===== src/logic/pie_pkg.sv =====
// Package: register map and field layout of the peripheral interrupt block
package pie_pkg;
  // Register offsets (byte addresses on the plain register port)
  localparam logic [7:0] PIE_ENABLE_OFS  = 8'h17; // Enable register, bank 1
  localparam logic [7:0] PIE_FLAGS_OFS   = 8'h16; // Sticky flags, bank 1
  localparam logic [7:0] PIE_CTRL_OFS    = 8'h18; // Combined request status
  // Enable bit positions
  localparam int PIE_PORT_B_INPUTS_BIT  = 7; // Port B change
  localparam int PIE_TMR3_BIT   = 6; // Timer three
  localparam int PIE_TMR2_BIT   = 5; // Timer two
  localparam int PIE_TMR1_BIT   = 4; // Timer one
  localparam int PIE_CAP2_BIT   = 3; // Capture two
  localparam int PIE_CAP1_BIT   = 2; // Capture one
  localparam int PIE_TXE_BIT    = 1; // Transmit buffer empty
  localparam int PIE_RXF_BIT    = 0; // Receive buffer full
  // Reset values
  localparam logic [7:0] PIE_ENABLE_RST = 8'h00; // All sources blocked
  localparam logic [7:0] PIE_FLAGS_RST  = 8'h00; // No pending events
endpackage


===== src/logic/pie_top.sv =====
// Top: peripheral interrupt enable register with sticky flags and request
//
// Contract
// RULE1 - Enable register at 17h, RW, reset zero
// RULE2 - Bit 7 gates port B change interrupt
// RULE3 - Bit 6 gates timer three interrupt
// RULE4 - Bit 5 gates timer two interrupt
// RULE5 - Bit 4 gates timer one interrupt
// RULE6 - Bit 3 gates capture two interrupt
// RULE7 - Bit 2 gates capture one interrupt
// RULE8 - Bit 1 gates transmit empty interrupt
// RULE9 - Bit 0 gates receive full interrupt
// RULE10 - Request high when flag and enable set
`timescale 1ns/1ps
module pie_top
  import pie_pkg::*;
#(
  parameter int AW = 8
) (
  input  wire logic          clk,
  input  wire logic          nrst,
  input  wire logic [AW-1:0] reg_addr,
  input  wire logic [7:0]    reg_wdata,
  input  wire logic          reg_wr,
  input  wire logic          reg_rd,
  output logic [7:0]         reg_rdata,
  input  wire logic          port_b_change_evt,
  input  wire logic          timer_three_evt,
  input  wire logic          timer_two_evt,
  input  wire logic          timer_one_evt,
  input  wire logic          capture_two_evt,
  input  wire logic          capture_one_evt,
  input  wire logic          transmit_empty_evt,
  input  wire logic          receive_full_evt,
  output logic               irq
);

  // Register state
  logic [7:0] enable_q;    // Software enables
  logic [7:0] enable_d;
  logic [7:0] flags_q;     // Sticky event flags
  logic [7:0] flags_d;
  logic [7:0] rdata_q;     // Read data, one cycle after strobe
  logic [7:0] rdata_d;
  logic       irq_q;       // Registered request
  logic       irq_d;

  // Decoded strobes
  wire        hit_enable;  // Access to enable register
  wire        hit_flags;   // Access to flag register
  wire        hit_ctrl;    // Access to request status
  wire        wr_enable;
  wire        wr_flags;
  wire [7:0]  evt_vec;     // Events packed at enable bit positions
  wire [7:0]  gated;       // Flags passing their enables
  wire        any_req;     // Combined request
  wire [7:0]  rd_mux;      // Selected read value

  // Address decode
  assign hit_enable = (reg_addr == AW'(PIE_ENABLE_OFS));
  assign hit_flags  = (reg_addr == AW'(PIE_FLAGS_OFS));
  assign hit_ctrl   = (reg_addr == AW'(PIE_CTRL_OFS));
  assign wr_enable  = reg_wr & hit_enable;
  assign wr_flags   = reg_wr & hit_flags;

  // Sources packed in the same layout as the enable register
  assign evt_vec[PIE_PORT_B_INPUTS_BIT] = port_b_change_evt;
  assign evt_vec[PIE_TMR3_BIT]  = timer_three_evt;
  assign evt_vec[PIE_TMR2_BIT]  = timer_two_evt;
  assign evt_vec[PIE_TMR1_BIT]  = timer_one_evt;
  assign evt_vec[PIE_CAP2_BIT]  = capture_two_evt;
  assign evt_vec[PIE_CAP1_BIT]  = capture_one_evt;
  assign evt_vec[PIE_TXE_BIT]   = transmit_empty_evt;
  assign evt_vec[PIE_RXF_BIT]   = receive_full_evt;

  // Enable register: full byte write, no side effects
  assign enable_d = wr_enable ? reg_wdata : enable_q; // RULE1

  // Flags: write one clears, a same-cycle event wins over the clear
  assign flags_d = (flags_q & ~(wr_flags ? reg_wdata : 8'h00)) | evt_vec;

  // Per-bit gating of every source by its enable bit
  pie_gate #(
    .N (8)
  ) u_gate (
    .flags   (flags_q),
    .enables (enable_q), // RULE2 RULE3 RULE4 RULE5 RULE6 RULE7 RULE8 RULE9
    .gated   (gated),
    .any_req (any_req)
  );

  // Request follows any enabled pending flag
  assign irq_d = any_req; // RULE10

  // Read mux; unmapped addresses read zero
  assign rd_mux = hit_enable ? enable_q :            // RULE1
                  hit_flags  ? flags_q  :
                  hit_ctrl   ? {7'h00, irq_q} :
                               8'h00;
  assign rdata_d = reg_rd ? rd_mux : 8'h00;

  // State update
  always_ff @(posedge clk or negedge nrst) begin
    if (!nrst) begin
      enable_q <= PIE_ENABLE_RST; // RULE1
      flags_q  <= PIE_FLAGS_RST;
      rdata_q  <= 8'h00;
      irq_q    <= 1'b0;
    end else begin
      enable_q <= enable_d;
      flags_q  <= flags_d;
      rdata_q  <= rdata_d;
      irq_q    <= irq_d;
    end
  end

  // Outputs straight from flip-flops
  assign reg_rdata = rdata_q;
  assign irq       = irq_q;

endmodule


===== src/logic/pie_gate.sv =====
// Gate: per-source enable masking and the combined request
`timescale 1ns/1ps
module pie_gate #(
  parameter int N = 8
) (
  input  wire logic [N-1:0] flags,
  input  wire logic [N-1:0] enables,
  output logic [N-1:0]      gated,
  output logic              any_req
);
  // A source passes only where its enable is set
  assign gated   = flags & enables;
  // Any passed source raises the request
  assign any_req = |gated;
endmodule


===== config.mk =====
export PLATFORM = sky130hd
export DESIGN_NAME = pie_top
export DESIGN_NICKNAME = d
export VERILOG_FILES = /design/src/logic/pie_pkg.sv /design/src/logic/pie_top.sv /design/src/logic/pie_gate.sv
export SDC_FILE = /design/constraint.sdc
export NUM_CORES = 1
export LEC_CHECK = 0
export ABC_AREA = 1
export BUFFER_PORTS_ARGS = -buffer_cell sky130_fd_sc_hd__buf_2
export CAP_MARGIN = 30
export CORE_ASPECT_RATIO = 0.75
export CORE_MARGIN = 2
export CORE_UTILIZATION = 50
export DETAILED_ROUTE_END_ITERATION = 6
export HOLD_SLACK_MARGIN = 0.06
export PLACE_DENSITY = 0.78
export RECOVER_POWER = 25
export SETUP_SLACK_MARGIN = 0.15
export SYNTH_ARGS = -nofsm -noshare
export SYNTH_HDL_FRONTEND = slang
export SYNTH_SLANG_ARGS = --single-unit

===== constraint.sdc =====
create_clock -name clk -period 1.2 [get_ports clk]
set_clock_uncertainty 0.2 [all_clocks]
set_input_delay 0.06 -clock clk [delete_from_list [all_inputs] [get_ports clk]]
set_output_delay 0.06 -clock clk [all_outputs]
set_load 0.02 [all_outputs]

==> run metrics <==
via density per instance=4.98; mapped cell area=1250 sq um; clk root buf=clkbuf_4; clock tree sinks=25; Die Span Y=47.4 um; final setup margin=69.7 ps; final hold vios=0; minimum clock period=1130 ps; CP max stage cell=dfrtp_2; CTS tree=built; Initial Utilization=53.5%; WL met3=217 um; first-pass GRT wire length=5200 um; Avg Inst Size Synth=8.54 sq um; CP max FO=2; Die ar.=2930 sq um; Critical Path RT=940 ps; vias=1239; Hold Path Stages=5; io pins=37; share of layout cells above drive strength 1=30.2%; RSZ-0062 raised after global routing=yes; placed cell area=1520 sq um; detailed placer's ending HPWL=2130 um; Port Buffers=36; Synthesized Nets=175; # DRC=0; worst path cell trace=buf_6; pwr/cell area=803 nW/um^2; Avg WL per Cell=12.5 um; Worst-path clk slew=130 ps; WL final=3100 um; largest net degree at the start of global routing=26; Max Fclk=885 MHz; DRT iter0 DRCs=54; worst rel slew slack=60.5%; Final Non-Filler Cells=249; Netlist cell types=17; Final Core Density=78.3%; Core Area=2350 sq um; worst path arrival time=870 ps; initial antenna violation count=0; # nets final=244; Setup WS pre-CTS=-26.6 ps; Worst-Skew Late Latency=310 ps; outcome=finished clean; Metal-1 WL=1370 um; Inst Count DP=220; critical path depth=1; design area=1840 sq um; Final ANT Viol Nets=0; worst vdd ir=0.674 mV; # rows=15; gr ovfl total=0; crit-path max cell delay=430 ps; Min Hold Slack=0.242 ps; DR top layer=met4; worst hold path type=in -> reg; Final GP Congestion=0.873; Final setup viols=0; Slew Limit Fails=0; sequential-to-total area share from yosys stat=49.9%; worst r2r path cells=3; Final Cycle Share=94.2%; total track usage=25.0%; CP bufs+invs=1; Max Cap Violations=0; Area growth syn-to-layout=46.4%; vias in the first global route=1161; Worst setup EP type=primary output; n_diodes=0; critical path class=reg -> out; critical path's top delay family=flip-flops; chip width=61.9 um; Worst Setup Start Kind=register; Slew @ Worst Pin=593 ps; clk buf depth=2; hold_buf cts=19; H-Tree Depth=1; Seq cells post-synth=25; TritonCTS buffer count=3; Syn Inst Count=147; Synth warnings=0; met2 wire len=1500 um; first-pass detailed-route iteration total=4; P_leak=0.973 nW
registers in the layout, indices dropped and copies added (netlist names):
register and cells:
reg_rdata 8, enable_q 8, flags_q 8, irq 1
layout make-up:
type                            count  area, sq um
Inverter                           19         71.3
Fill cell                         166          509
Tap cell                           34         42.5
Timing Repair Buffer               68          546
Clock buffer                        4         26.3
Sequential cell                    25          627
Multi-Input combinational cell     99          524
metal layers:
layer | up-vias | global-route usage (%)
li1 | 614 | -
met1 | 563 | 34.3
met2 | 60 | 41.3
met3 | 2 | 5.51
met4 | 0 | 5.11
met5 | - | 0
placed cells by master, fill, tap and decap left out, drive strengths merged:
cell / netlist / final
nand2: 50 / 50
buf: 3 / 47
dfrtp: 25 / 25
dlygate4sd3: 0 / 19
inv: 19 / 19
nand3: 17 / 17
nand4: 9 / 9
o21ai: 8 / 8
a21oi: 8 / 8
clkbuf: 1 / 6
nor2: 6 / 6
nand3b: 1 / 1
through the flow:
stage	power, mW	TNS [ps]
3_3_place_gp	1.06	0
6_report	1.48	0
3_5_place_dp	1.07	-26.6
2_1_floorplan	0.971	0
5_1_grt	1.55	0
4_1_cts	1.48	0
power by group:
group / internal, mW / switching [mW] / total [mW]
clock: 0.130 / 0.231 / 0.360
combinational: 0.120 / 0.122 / 0.242
sequential: 0.860 / 0.0125 / 0.873
total: 1.11 / 0.365 / 1.48
cell usage after synthesis, drive strengths merged:
| library cell | instances | area share (%) |
|---|---|---|
| a21oi | 8 | 3.2 |
| buf | 3 | 2.2 |
| clkbuf | 1 | 1.1 |
| dfrtp | 25 | 50 |
| inv | 19 | 5.7 |
| nand2 | 50 | 17 |
| nand3 | 17 | 7.6 |
| nand3b | 1 | 0.60 |
| nand4 | 9 | 4.5 |
| nor2 | 6 | 5.6 |
| o21ai | 8 | 3.2 |
path summary, 6_finish.rpt:
check | end | slack, ps | startpoint
setup / recovery | irq | 70 | irq$_DFF_PN0_
hold / removal | flags_q[3]$_DFF_PN0_ | 0.2 | reg_wr
setup reg to reg | irq$_DFF_PN0_ | 130 | flags_q[3]$_DFF_PN0_
hold reg to reg | flags_q[0]$_DFF_PN0_ | 330 | flags_q[0]$_DFF_PN0_
max in group asynchronous | irq$_DFF_PN0_ | 310 | nrst
min in group asynchronous | enable_q[3]$_DFFE_PN0P_ | 70 | nrst
cells by family (layout without fill, tap and decap cells):
| group | count (synthesis) | in the layout | synth area share (%) |
|---|---|---|---|
| and+or+nand+nor | 83 | 83 | 34.8 |
| DFF | 25 | 25 | 49.9 |
| buffers and inverters | 23 | 91 | 8.97 |
| AOI/OAI and AO/OA | 16 | 16 | 6.38 |
what timing repair did:
action,in CTS,in global routing
endpoints found under the setup margin,11,12
cloned,0,0
resized for setup,19,2
pin swaps,7,3
endpoints found under the hold margin,49,6
setup buffers,6,0
Power figures use the tool's default switching activity.
